==> src/rtl/ucft_params.svh <==
// Purpose: Offsets, field positions, reset values and counts for the serial block
// Assumes: APB byte addresses, one 32-bit word per register
// Notes: Included by its bare name
`ifndef UCFT_PARAMS_SVH
`define UCFT_PARAMS_SVH
// Register byte offsets
`define UCFT_OFS_DATA 8'h00
`define UCFT_OFS_CSA 8'h04
`define UCFT_OFS_CSB 8'h08
`define UCFT_OFS_FCTL 8'h0C
`define UCFT_OFS_BAUDL 8'h10
`define UCFT_OFS_XDIR 8'h14
// Status/control A fields
`define UCFT_CSA_RXC 7
`define UCFT_CSA_TXC 6
`define UCFT_CSA_EMPTY 5
`define UCFT_CSA_FE 4
`define UCFT_CSA_DS 1
// Control B fields
`define UCFT_CSB_RXEN 4
`define UCFT_CSB_TX_ENABLE_BIT 3
`define UCFT_CSB_CS2 2
`define UCFT_CSB_RX8 1
`define UCFT_CSB_TX8 0
// Frame control fields (shares its location with divisor high)
`define UCFT_FC_SEL 7
`define UCFT_FC_SYNC 6
`define UCFT_FC_PM_HI 5
`define UCFT_FC_PM_LO 4
`define UCFT_FC_STOP 3
`define UCFT_FC_CS_HI 2
`define UCFT_FC_CS_LO 1
`define UCFT_FC_CPOL 0
// Reset values
`define UCFT_RST_CS 3'h3
`define UCFT_RST_PM 2'h0
// Samples per bit: normal, double speed
`define UCFT_SPB_NORM 5'h10
`define UCFT_SPB_FAST 5'h08
// Character size code that selects nine bits
`define UCFT_CS_NINE 3'h7
`endif

==> src/rtl/ucft_pkg.sv <==
// Purpose: Types shared by the serial block
// Assumes: Constants live in ucft_params.svh
// Notes: Used with explicit package scope
package ucft_pkg;
  // Receiver state
  typedef enum logic [0:0] {
    RX_IDLE = 1'b0,
    RX_BUSY = 1'b1
  } ucft_rx_state_t;
endpackage

==> src/rtl/ucft_top.sv <==
// Purpose: Serial transmitter/receiver with clocking, frame format and APB registers
// Assumes: 20 MHz i_clock, async active-low reset, zero-wait APB with one setup cycle
// Notes: Receiver keeps no parity error flag; parity slot is skipped on receive
//
// Local design decisions: the APB interface to the registers and the address map.
`timescale 1ns/1ps
`include "ucft_params.svh"
module ucft_top #(
  parameter int DIV_W = 12
) (
  input wire logic i_clock,
  input wire logic i_rst_n,
  input wire logic i_psel,
  input wire logic i_penable,
  input wire logic i_pwrite,
  input wire logic [7:0] i_paddr,
  input wire logic [31:0] i_pwdata,
  output logic [31:0] o_prdata,
  output logic o_pready,
  output logic o_pslverr,
  input wire logic i_rxd,
  output logic o_txd,
  output logic o_txd_oe,
  input wire logic i_xck,
  output logic o_xck,
  output logic o_xck_oe
);
  // Register state
  logic [31:0] prdata_ff; // Read data capture
  logic pready_ff; // Access phase ready
  logic pslverr_ff; // Unmapped address
  logic ds_ff; // Double speed
  logic tx_en_ff; // Transmit enable
  logic rx_en_ff; // Receive enable
  logic tx8_ff; // Ninth transmit bit
  logic [2:0] cs_ff; // Character size field
  logic [1:0] pm_ff; // Parity mode field
  logic stop2_ff; // Two stop bits
  logic sync_ff; // Synchronous mode
  logic cpol_ff; // Clock polarity
  logic xdir_ff; // Clock pin direction, 1 = output
  logic [3:0] baud_hi_ff; // Divisor high
  logic [7:0] baud_lo_ff; // Divisor low
  // Clock generation state
  logic [DIV_W-1:0] cnt_ff; // Baud down-counter
  logic [3:0] pre_ff; // Transmit prescaler
  logic xck_ff; // Master clock level
  logic xoe_ff; // Clock pin drive
  logic xs1_ff, xs2_ff, xs3_ff; // Slave clock sync and edge
  // Transmit state
  logic [8:0] buf_ff; // Transmit buffer
  logic full_ff; // Buffer holds data
  logic [12:0] sh_ff; // Frame shifter
  logic [3:0] left_ff; // Bits left in frame
  logic busy_ff; // Frame in progress
  logic txd_ff; // Serial output
  logic oe_ff; // Transmit pin takeover
  logic txc_ff; // Transmit complete
  // Receive state
  logic rs1_ff, rs2_ff; // Receive line sync
  ucft_pkg::ucft_rx_state_t rx_st_ff; // Receiver state
  logic [3:0] rx_cnt_ff; // Sample counter
  logic [3:0] rx_idx_ff; // Bit index in frame
  logic [8:0] rx_sh_ff; // Receive shifter
  logic [8:0] rx_data_ff; // Received character
  logic rxc_ff; // Receive complete
  logic fe_ff; // Frame error

  // Bus decode
  logic acc, wr, rd;
  assign acc = i_psel & i_penable & pready_ff;
  assign wr = acc & i_pwrite;
  assign rd = acc & ~i_pwrite;
  logic wr_data, wr_csa, wr_csb, wr_fc, wr_bh, wr_bl, wr_xd, rd_data;
  assign wr_data = wr & (i_paddr == `UCFT_OFS_DATA);
  assign wr_csa = wr & (i_paddr == `UCFT_OFS_CSA);
  assign wr_csb = wr & (i_paddr == `UCFT_OFS_CSB);
  assign wr_fc = wr & (i_paddr == `UCFT_OFS_FCTL) & i_pwdata[`UCFT_FC_SEL];
  assign wr_bh = wr & (i_paddr == `UCFT_OFS_FCTL) & ~i_pwdata[`UCFT_FC_SEL];
  assign wr_bl = wr & (i_paddr == `UCFT_OFS_BAUDL);
  assign wr_xd = wr & (i_paddr == `UCFT_OFS_XDIR);
  assign rd_data = rd & (i_paddr == `UCFT_OFS_DATA);

  // Mode decode
  logic master, slave, ds_eff;
  assign master = sync_ff & xdir_ff;
  assign slave = sync_ff & ~xdir_ff;
  assign ds_eff = ds_ff & ~sync_ff;
  logic [3:0] nbits; // Data bit count
  logic pen, podd;
  assign nbits = (cs_ff == `UCFT_CS_NINE) ? 4'h9 : 4'h5 + {2'h0, cs_ff[1:0]};
  assign pen = pm_ff[1];
  assign podd = pm_ff[0];

  // Read value mux
  logic [31:0] rd_val;
  logic rd_err;
  always_comb begin
    rd_val = 32'h0;
    rd_err = 1'b0;
    if (i_paddr == `UCFT_OFS_DATA) begin
      rd_val[7:0] = rx_data_ff[7:0];
    end else if (i_paddr == `UCFT_OFS_CSA) begin
      rd_val[`UCFT_CSA_RXC] = rxc_ff;
      rd_val[`UCFT_CSA_TXC] = txc_ff;
      rd_val[`UCFT_CSA_EMPTY] = ~full_ff;
      rd_val[`UCFT_CSA_FE] = fe_ff;
      rd_val[`UCFT_CSA_DS] = ds_ff;
    end else if (i_paddr == `UCFT_OFS_CSB) begin
      rd_val[`UCFT_CSB_RXEN] = rx_en_ff;
      rd_val[`UCFT_CSB_TX_ENABLE_BIT] = tx_en_ff;
      rd_val[`UCFT_CSB_CS2] = cs_ff[2];
      rd_val[`UCFT_CSB_RX8] = rx_data_ff[8];
      rd_val[`UCFT_CSB_TX8] = tx8_ff;
    end else if (i_paddr == `UCFT_OFS_FCTL) begin
      rd_val[7:0] = {1'b1, sync_ff, pm_ff, stop2_ff, cs_ff[1:0], cpol_ff};
    end else if (i_paddr == `UCFT_OFS_BAUDL) begin
      rd_val[7:0] = baud_lo_ff;
    end else if (i_paddr == `UCFT_OFS_XDIR) begin
      rd_val[0] = xdir_ff;
    end else begin
      rd_err = 1'b1;
    end
  end

  // APB handshake: one wait-free access after setup
  always_ff @(posedge i_clock or negedge i_rst_n) begin
    if (!i_rst_n) begin
      pready_ff <= 1'b0;
      prdata_ff <= 32'h0;
      pslverr_ff <= 1'b0;
    end else begin
      pready_ff <= i_psel & ~i_penable;
      if (i_psel & ~i_penable) begin
        prdata_ff <= i_pwrite ? 32'h0 : rd_val;
        pslverr_ff <= rd_err;
      end
    end
  end

  // Control registers
  always_ff @(posedge i_clock or negedge i_rst_n) begin
    if (!i_rst_n) begin
      ds_ff <= 1'b0;
      tx_en_ff <= 1'b0;
      rx_en_ff <= 1'b0;
      tx8_ff <= 1'b0;
      cs_ff <= `UCFT_RST_CS;
      pm_ff <= `UCFT_RST_PM;
      stop2_ff <= 1'b0;
      sync_ff <= 1'b0;
      cpol_ff <= 1'b0;
      xdir_ff <= 1'b0;
      baud_hi_ff <= 4'h0;
      baud_lo_ff <= 8'h0;
    end else begin
      if (wr_csa) begin
        ds_ff <= i_pwdata[`UCFT_CSA_DS];
      end
      if (wr_csb) begin
        rx_en_ff <= i_pwdata[`UCFT_CSB_RXEN];
        tx_en_ff <= i_pwdata[`UCFT_CSB_TX_ENABLE_BIT];
        cs_ff[2] <= i_pwdata[`UCFT_CSB_CS2];
        tx8_ff <= i_pwdata[`UCFT_CSB_TX8];
      end
      if (wr_fc) begin
        // One format for both directions; changing it mid-frame corrupts both
        sync_ff <= i_pwdata[`UCFT_FC_SYNC];
        pm_ff <= i_pwdata[`UCFT_FC_PM_HI:`UCFT_FC_PM_LO];
        stop2_ff <= i_pwdata[`UCFT_FC_STOP];
        cs_ff[1:0] <= i_pwdata[`UCFT_FC_CS_HI:`UCFT_FC_CS_LO];
        cpol_ff <= i_pwdata[`UCFT_FC_CPOL];
      end
      if (wr_bh) begin
        baud_hi_ff <= i_pwdata[3:0];
      end
      if (wr_bl) begin
        baud_lo_ff <= i_pwdata[7:0];
      end
      if (wr_xd) begin
        xdir_ff <= i_pwdata[0];
      end
    end
  end

  // Baud generator: reload on zero or low-byte write
  logic [DIV_W-1:0] div;
  logic tick;
  assign div = {baud_hi_ff, baud_lo_ff};
  assign tick = (cnt_ff == '0);
  always_ff @(posedge i_clock or negedge i_rst_n) begin
    if (!i_rst_n) begin
      cnt_ff <= '0;
    end else if (wr_bl) begin
      cnt_ff <= {baud_hi_ff, i_pwdata[7:0]};
    end else if (tick) begin
      cnt_ff <= div;
    end else begin
      cnt_ff <= cnt_ff - 1'b1;
    end
  end

  // Transmit prescaler: 16 or 8 ticks per bit
  logic [3:0] pre_max;
  assign pre_max = ds_eff ? 4'h7 : 4'hF;
  always_ff @(posedge i_clock or negedge i_rst_n) begin
    if (!i_rst_n) begin
      pre_ff <= 4'h0;
    end else if (tick) begin
      pre_ff <= (pre_ff >= pre_max) ? 4'h0 : pre_ff + 4'h1;
    end
  end

  // Master clock: one half period per tick, two ticks per bit
  always_ff @(posedge i_clock or negedge i_rst_n) begin
    if (!i_rst_n) begin
      xck_ff <= 1'b0;
      xoe_ff <= 1'b0;
    end else begin
      xoe_ff <= master;
      if (!master) begin
        xck_ff <= 1'b0;
      end else if (tick) begin
        xck_ff <= ~xck_ff;
      end
    end
  end

  // Slave clock: two-flop synchroniser then edge detector
  always_ff @(posedge i_clock or negedge i_rst_n) begin
    if (!i_rst_n) begin
      xs1_ff <= 1'b0;
      xs2_ff <= 1'b0;
      xs3_ff <= 1'b0;
    end else begin
      xs1_ff <= i_xck;
      xs2_ff <= xs1_ff;
      xs3_ff <= xs2_ff;
    end
  end

  // Edge events and bit rate enables
  logic erise, efall, chg, samp, tx_evt;
  assign erise = master ? (tick & ~xck_ff) : (xs2_ff & ~xs3_ff);
  assign efall = master ? (tick & xck_ff) : (~xs2_ff & xs3_ff);
  assign chg = cpol_ff ? efall : erise;
  assign samp = cpol_ff ? erise : efall;
  assign tx_evt = sync_ff ? chg : (tick & (pre_ff == 4'h0));

  // Frame builder
  function automatic logic [12:0] mk_frame(input logic [8:0] d, input logic [3:0] n, input logic pe,
                                           input logic odd);
    logic [12:0] f;
    logic p;
    f = 13'h1FFF; // Stops and padding high
    f[0] = 1'b0;
    p = odd;
    for (int i = 0; i < 9; i++) begin
      if (i < n) begin
        f[i+1] = d[i];
        p = p ^ d[i];
      end
    end
    if (pe) begin
      f[n+4'h1] = p;
    end
    return f;
  endfunction

  logic [12:0] frame;
  logic [3:0] flen;
  logic load;
  assign frame = mk_frame(buf_ff, nbits, pen, podd);
  assign flen = 4'h2 + nbits + {3'h0, pen} + {3'h0, stop2_ff};
  assign load = tx_evt & (left_ff == 4'h0) & full_ff & (tx_en_ff | busy_ff);

  // Transmit buffer: set by write wins over move to shifter
  always_ff @(posedge i_clock or negedge i_rst_n) begin
    if (!i_rst_n) begin
      buf_ff <= 9'h0;
      full_ff <= 1'b0;
    end else if (wr_data) begin
      buf_ff <= {tx8_ff, i_pwdata[7:0]};
      full_ff <= 1'b1;
    end else if (load) begin
      full_ff <= 1'b0;
    end
  end

  // Transmit shifter
  always_ff @(posedge i_clock or negedge i_rst_n) begin
    if (!i_rst_n) begin
      sh_ff <= 13'h1FFF;
      left_ff <= 4'h0;
      busy_ff <= 1'b0;
      txd_ff <= 1'b1;
    end else if (load) begin
      txd_ff <= frame[0];
      sh_ff <= {1'b1, frame[12:1]};
      left_ff <= flen - 4'h1;
      busy_ff <= 1'b1;
    end else if (tx_evt) begin
      if (left_ff != 4'h0) begin
        txd_ff <= sh_ff[0];
        sh_ff <= {1'b1, sh_ff[12:1]};
        left_ff <= left_ff - 4'h1;
      end else begin
        txd_ff <= 1'b1;
        busy_ff <= 1'b0;
      end
    end
  end

  // Pin takeover and transmit complete flag
  logic tx_done;
  assign tx_done = tx_evt & busy_ff & (left_ff == 4'h0) & ~load;
  always_ff @(posedge i_clock or negedge i_rst_n) begin
    if (!i_rst_n) begin
      oe_ff <= 1'b0;
      txc_ff <= 1'b0;
    end else begin
      oe_ff <= tx_en_ff | busy_ff | full_ff;
      if (tx_done) begin
        txc_ff <= 1'b1;
      end else if (wr_csa & i_pwdata[`UCFT_CSA_TXC]) begin
        txc_ff <= 1'b0;
      end
    end
  end

  // Receive line synchroniser
  always_ff @(posedge i_clock or negedge i_rst_n) begin
    if (!i_rst_n) begin
      rs1_ff <= 1'b1;
      rs2_ff <= 1'b1;
    end else begin
      rs1_ff <= i_rxd;
      rs2_ff <= rs1_ff;
    end
  end

  // Receive sampling points
  logic [3:0] spb_max, half;
  logic rx_samp, rx_done;
  logic [3:0] stop_idx;
  // Sample counts are five bits wide; every value derived from them, at most 15, still fits four
  assign spb_max = ds_eff ? 4'(`UCFT_SPB_FAST - 5'h1) : 4'(`UCFT_SPB_NORM - 5'h1);
  assign half = ds_eff ? 4'(`UCFT_SPB_FAST >> 1) : 4'(`UCFT_SPB_NORM >> 1);
  assign rx_samp = sync_ff ? samp : (tick & (rx_cnt_ff == half));
  assign stop_idx = nbits + 4'h1 + {3'h0, pen};
  assign rx_done = (rx_st_ff == ucft_pkg::RX_BUSY) & rx_samp & (rx_idx_ff == stop_idx);

  // Receiver frame state machine
  always_ff @(posedge i_clock or negedge i_rst_n) begin
    if (!i_rst_n) begin
      rx_st_ff <= ucft_pkg::RX_IDLE;
      rx_cnt_ff <= 4'h0;
      rx_idx_ff <= 4'h0;
      rx_sh_ff <= 9'h0;
      rx_data_ff <= 9'h0;
      fe_ff <= 1'b0;
    end else if (!rx_en_ff) begin
      rx_st_ff <= ucft_pkg::RX_IDLE;
    end else begin
      case (rx_st_ff)
        ucft_pkg::RX_IDLE: begin
          rx_cnt_ff <= 4'h0;
          rx_sh_ff <= 9'h0;
          if (sync_ff & samp & ~rs2_ff) begin
            rx_st_ff <= ucft_pkg::RX_BUSY;
            rx_idx_ff <= 4'h1;
          end else if (~sync_ff & tick & ~rs2_ff) begin
            rx_st_ff <= ucft_pkg::RX_BUSY;
            rx_idx_ff <= 4'h0;
          end
        end
        ucft_pkg::RX_BUSY: begin
          if (tick) begin
            rx_cnt_ff <= (rx_cnt_ff >= spb_max) ? 4'h0 : rx_cnt_ff + 4'h1;
          end
          if (rx_samp) begin
            rx_idx_ff <= rx_idx_ff + 4'h1;
            if (rx_idx_ff == 4'h0) begin
              if (rs2_ff) begin
                rx_st_ff <= ucft_pkg::RX_IDLE;
              end
            end else if (rx_idx_ff <= nbits) begin
              rx_sh_ff[rx_idx_ff-4'h1] <= rs2_ff;
            end else if (rx_idx_ff == stop_idx) begin
              rx_data_ff <= rx_sh_ff;
              fe_ff <= ~rs2_ff;
              rx_st_ff <= ucft_pkg::RX_IDLE;
            end
          end
        end
        default: begin
          rx_st_ff <= ucft_pkg::RX_IDLE;
        end
      endcase
    end
  end

  // Receive complete: new character wins over data read
  always_ff @(posedge i_clock or negedge i_rst_n) begin
    if (!i_rst_n) begin
      rxc_ff <= 1'b0;
    end else if (rx_done & rx_en_ff) begin
      rxc_ff <= 1'b1;
    end else if (rd_data) begin
      rxc_ff <= 1'b0;
    end
  end

  // Outputs
  assign o_prdata = prdata_ff;
  assign o_pready = pready_ff;
  assign o_pslverr = pslverr_ff;
  assign o_txd = txd_ff;
  assign o_txd_oe = oe_ff;
  assign o_xck = xck_ff;
  assign o_xck_oe = xoe_ff;
endmodule

==> config.mk <==
export PLATFORM = sky130hd
export DESIGN_NAME = ucft_top
export DESIGN_NICKNAME = d
export VERILOG_FILES = /design/src/rtl/ucft_pkg.sv /design/src/rtl/ucft_top.sv
export VERILOG_INCLUDE_DIRS = /design/src /design/src/rtl
export SDC_FILE = /design/constraint.sdc
export NUM_CORES = 1
export LEC_CHECK = 0
export BUFFER_PORTS_ARGS = -buffer_cell sky130_fd_sc_hd__buf_2
export CORE_MARGIN = 2
export CORE_UTILIZATION = 63
export DETAILED_ROUTE_END_ITERATION = 10
export PLACE_DENSITY = 0.95
export SYNTH_ARGS = -nofsm -noshare
export SYNTH_HDL_FRONTEND = slang
export SYNTH_SLANG_ARGS = --single-unit
==> constraint.sdc <==
create_clock -name i_clock -period 5.5 [get_ports i_clock]
set_input_delay 0.55 -clock i_clock [delete_from_list [all_inputs] [get_ports i_clock]]
set_output_delay 0.55 -clock i_clock [all_outputs]
set_load 0.005 [all_outputs]
# --- Yosys cells after proc, flatten, opt, wreduce, memory -nomap -nowiden ---
# Index checks and enable logic that the tools add are counted.
# W data, S select, Z words.
word_totals:
  in_bits: 47
  ff_bits: 142
  output_inout_bits: 38
classes:
  n_eq_ne: 15
  bitwise_logic: 60
  n_reduce_logical: 19
  order_cmp: 16
  n_mux: 95
  add_sub_neg: 13
op_table:
  columns: ["op", "count"]
  rows:
  - ["$mux W1", 58]
  - ["$mux W13", 4]
  - ["$mux W4", 13]
  - ["$and A1 B1 Y1", 36]
  - ["$mux W9", 3]
  - ["$mux W12", 2]
  - ["$mux W8", 3]
  - ["$pmux W9 S2", 1]
  - ["$add A4 B1 Y4 const B", 4]
  - ["$eq A8 B4 Y1 const B", 2]
  - ["$eq A8 B5 Y1 const B", 2]
  - ["$lt A3 B4 Y1 const A", 4]
  - ["$pmux W4 S2", 2]
  - ["$bwmux W13", 1]
  - ["$not A1 Y1", 13]
  - ["$add A4 B1 Y4", 3]
  - ["$logic_not A12 Y1", 1]
  - ["$logic_not A4 Y1", 3]
  - ["$sub A12 B1 Y12 const B", 1]
  - ["$sub A4 B1 Y4 const B", 3]
  - ["$lt A4 B5 Y1 const B", 2]
  - ["$reduce_bool A2 Y1", 5]
  - ["$bwmux W9", 1]
  - ["$xor A1 B1 Y1", 9]
  - ["28 further kinds", 42]

# --- Logic depth before layout (Yosys ltp) ---
logic_depth:
  depth_word: 23
  depth_mapped: 13
  ltp_nobuf: 12

# --- Worst setup path before layout ---
# Ideal clock, no wire load.
synth_path:
  kind: "flip-flop to flip-flop"
  start: "register cnt_ff[0]"
  end: "register fe_ff"
  setup_time_ps: 125
  path_stages_with_launch: 12
  setup_slack_ps: 2376
  required_ps: 5375
  t_arrival_ps: 2998
  path_cell_list: "dfrtp_1 -> inv_1 -> ha_1 -> or4b_1 -> clkbuf_1 -> or4_4 -> buf_6 -> nor3_4 -> a21oi_2 -> or4_4 -> buf_6 -> mux2_4"
synth_between:
  elab_chain_cells: 6
  elab_cells_between_ends: 9
  cone_classes: "mux (4); bitwise (3); reduce/logical (2)"
synth_lines:
  columns: ["item", "line", "rtl"]
  rows:
  - ["start: declaration", "ucft_top.sv:45", "logic [DIV_W-1:0] cnt_ff;"]
  - ["start signal: assignment", "ucft_top.sv:195", "cnt_ff <= {baud_hi_ff, i_pwdata[7:0]};"]
  - ["start signal: assignment", "ucft_top.sv:197", "cnt_ff <= div;"]
  - ["start signal: assignment", "ucft_top.sv:199", "cnt_ff <= cnt_ff - 1'b1;"]
  - ["$logic_not A12 Y1 (*)", "ucft_top.sv:190", "assign tick = (cnt_ff == '0);"]
  - ["$and A1 B1 Y1 (on tied branches)", "ucft_top.sv:245, ucft_top.sv:244", null]
  - ["$mux W1 (on tied branches)", "ucft_top.sv:245, ucft_top.sv:244", null]
  - ["$mux W1", "ucft_top.sv:247", "assign samp = cpol_ff ? erise : efall;"]
  - ["$mux W1 (*)", "ucft_top.sv:349", "assign rx_samp = sync_ff ? samp : (tick & (rx_cnt_ff == half));"]
  - ["$reduce_and A6 Y1 (no source line) (*)", null, null]
  - ["end signal: assignment", "ucft_top.sv:391", "fe_ff <= ~rs2_ff;"]
  - ["end: declaration", "ucft_top.sv:67", "logic fe_ff;"]
# Every way passes the cells marked *; elsewhere a longest branch is shown, timed or not.
# A chain may end at the register's enable or synchronous reset.

# --- Worst setup path after layout ---
layout_path:
  start: "register cnt_ff[0]"
  end: "register sh_ff[8]"
layout_between:
  elab_chain_cells: 10
  elab_cells_between_ends: 15
  cone_classes: "mux (5); bitwise (6); reduce/logical (4)"
layout_lines:
  columns: ["item", "line", "rtl"]
  rows:
  - ["$logic_not A12 Y1 (*)", "ucft_top.sv:190", null]
  - ["$and A1 B1 Y1 (on tied branches)", "ucft_top.sv:244, ucft_top.sv:245", null]
  - ["$mux W1 (on tied branches)", "ucft_top.sv:244, ucft_top.sv:245", null]
  - ["$mux W1", "ucft_top.sv:246", "assign chg = cpol_ff ? efall : erise;"]
  - ["$mux W1 (*)", "ucft_top.sv:248", "assign tx_evt = sync_ff ? chg : (tick & (pre_ff == 4'h0));"]
  - ["$and A1 B1 Y1 (3 in a row)", "ucft_top.sv:275", "assign load = tx_evt & (left_ff == 4'h0) & full_ff & (tx_en_ff | busy_ff);"]
  - ["$reduce_bool A2 Y1 (no source line)", null, null]
  - ["$reduce_and A2 Y1 (no source line)", null, null]
  - ["end signal: assignment", "ucft_top.sv:299", "sh_ff <= {1'b1, frame[12:1]};"]
  - ["end signal: assignment", "ucft_top.sv:305", "sh_ff <= {1'b1, sh_ff[12:1]};"]
  - ["end: declaration", "ucft_top.sv:53", "logic [12:0] sh_ff;"]
# Marked as above.

==> impl_metrics.toml <==
[run_status]
status = "finished clean"

[floorplan]
core_sq_mm = 0.0103
ios = 85
rows = 37
die_w_microns = 107
die_y_microns = 107
design.die.area_sq_mm = 0.0115
start_util = 0.650

[setup_path]
cp.arrival_ns = 4.19
worstRegToRegCells = 8
cp-start-kind = "register"
r2r_end = "sh_ff[8]"
critPathLaunch = "cnt_ff[0]"
worstPathRequired_ns = 5.98
crit_type = "register to register"
crit_end = "sh_ff[8]"
crit_fanout = 20
end_kind = "register"
r2r_start = "cnt_ff[0]"
reg2reg_slack_ns = 1.78

[job]
maxCapViolCount = 0

[timing]
max_slew_margin = 0.233
fin_tns_setup_ns = 0
finalClockSkew_ns = 0.0102
finalSetupViolCount = 0
hold_viol_final = 0
finalCritPeriodShare = 0.675
grt_setup_unrepaired = "false"
worstMarginPinSlew_ns = 1.14
drv_slew = 0
fmax_mhz = 269
final.min_clock_period_ns = 3.72

[clock_tree]
root_buffer = "clkbuf_8"
cts_resized = 0
cts.sinks = 116
clock_latency_ns = 0.54
cts_setup_buffers = 0
clk_pin_slew_worst_paths_ns = 0.06
clk_path_buf_depth = 2
tritoncts = "yes"
postCtsHoldBufs = 0
cts_buffers = 17
htreeDepth = 4

[route]
drt_iter0_drc = 961
ant_nets = 0
drc = 0
vias = 5793
firstDrtPassIters = 6
viasPerCell = 6.70
routed_wl_mm = 18.2
wl_per_cell_microns = 21.0

[place]
dp_hpwl_mm = 12.0
routabilityCongestion = 0.904
numPortBuffers = 36

[yosys]
ys_ff_latch = 116
ys.flop_type = "dfrtp_1"
yosysWarnings = 0
seq_area_frac_synth = 0.435
ys_async_sr_fraction = 1.00
avgSynthCellArea_sq_um = 9.72
synthDistinctLibCells = 76
synth_cells = 691
syn_area_sq_mm = 0.00672
synth-edff-count = 0

[global_routing]
grt_start_max_net_pins = 67
antenna_found_initial = 1
grt_use_total = 0.331
grt_pass1_wl_mm = 29.3
grt_pass1_vias = 5728
overflow = 0

[final_layout]
final_cell_mix = "100 x dfrtp_1, 85 x nand2_1, 37 x inv_1, 37 x nor2_1, 35 x buf_2"
fill_cells = 685
final_common_cell = "dfrtp_1"
final_layout_size_suffix_gt1_frac = 0.173
final_nets = 798
num_antenna_cells = 0
area_growth_pct = 10.3

[pwr]
peakVddDrop_uv = 351
power_density_mw_per_mm2 = 323
p_leak_nw = 3.53
p_total_mw = 2.39

[min_path]
min-delay-path-class = "primary input to asynchronous set/reset pin"
==> critical path, cell delays in order (launching register included) <==
cell	delay, ns
dfrtp_1	0.41
inv_1	0.10
ha_1	0.22
or4b_1	0.64
nor4_1	0.55
nor3_1	0.14
o31a_1	0.55
a21oi_1	0.75
o221a_2	0.30
==> report_power, final <==
| part | internal, mW | switching (mW) | leakage [nW] | total (mW) |
|---|---|---|---|---|
| combinational | 0.125 | 0.190 | 1.76 | 0.315 |
| clock | 0.657 | 0.382 | 0.267 | 1.04 |
| sequential | 0.960 | 0.0766 | 1.50 | 1.04 |
| total | 1.74 | 0.649 | 3.53 | 2.39 |
==> layer usage <==
layer | up-vias | part of all wire | track usage
met5 | - | 0.00066 | 0
met4 | 2 | 0.038 | 0.153
met3 | 92 | 0.098 | 0.0833
met2 | 430 | 0.48 | 0.542
met1 | 2770 | 0.38 | 0.413
li1 | 2499 | - | -
==> cell families (layout without fill, tap and decap cells) <==
family | count (synthesis) | in the layout | share of synthesized area
buffers and inverters | 93 | 107 | 0.0678
multiplexers | 41 | 41 | 0.0734
other | 1 | 24 | 0.000558
adder cells (fa/ha/maj) | 33 | 33 | 0.0626
AO/OA/AOI/OAI | 162 | 162 | 0.166
flip-flops | 116 | 116 | 0.435
XOR/XNOR | 22 | 22 | 0.0307
AND/OR/NAND/NOR | 223 | 223 | 0.164
==> worst min path at each step <==
| stage | startpoint | end | slack (ns) | cells after the start |
|---|---|---|---|---|
| finish | i_rst_n | left_ff[3] | 0.12 | 1 |
| global route | i_rxd | rs1_ff | 0.11 | 1 |
| CTS | i_rxd | rs1_ff | 0.11 | 1 |
| detailed placement | xs1_ff | xs2_ff | 0.34 | 0 |
| global placement | xs1_ff | xs2_ff | 0.33 | 0 |
| floorplan | i_rst_n | baud_hi_ff[0] | 0.25 | 0 |
==> stage by stage <==
stage	std cells	hold slack (ns)	worst slack, ns	utilization	cell area, sq um
floorplan	714	0.254	2.38	-	6800
global placement	835	0.333	2.12	0.666	6870
detailed placement	835	0.336	1.95	0.666	6870
CTS	864	0.114	1.86	0.718	7410
global route	864	0.107	1.62	0.718	7410
finish	864	0.118	1.78	0.718	7410
==> registers in the layout, summed over array words and instances (netlist names), 8 cells and up <==
register	count
rx_data_ff	9
o_prdata	8
rx_sh_ff	9
cnt_ff	12
sh_ff	11
baud_lo_ff	8
buf_ff	9
==> cell type report <==
| cell class | instances | area (sq um) | area share |
|---|---|---|---|
| tap | 136 | 170 | 0.0230 |
| inverter | 38 | 143 | 0.0193 |
| clock buffer | 23 | 457 | 0.0616 |
| timing repair buffer | 40 | 213 | 0.0287 |
| clock inverter | 6 | 80.1 | 0.0108 |
| sequential | 116 | 2920 | 0.395 |
| multi-input combinational | 505 | 3420 | 0.462 |
==> synthesized netlist by cell type (10+ instances only) <==
cell      number  area share
dfstp_2       16       0.063
inv_1         37       0.021
nor2_1        37       0.021
mux2_4        10       0.022
o21ai_0       31       0.023
buf_4         24       0.027
o21ai_1       10      0.0075
clkbuf_1      27       0.015
dfrtp_1      100        0.37
a21oi_1       22       0.016
ha_1          32       0.060
nand3_1       23       0.017
a31oi_1       17       0.016
o22ai_1       10      0.0093
mux2_2        26       0.044
nor3_1        16       0.012
nand2_1       85       0.048
xnor2_1       13       0.017
Note: power is estimated with default switching activity, not from simulation.
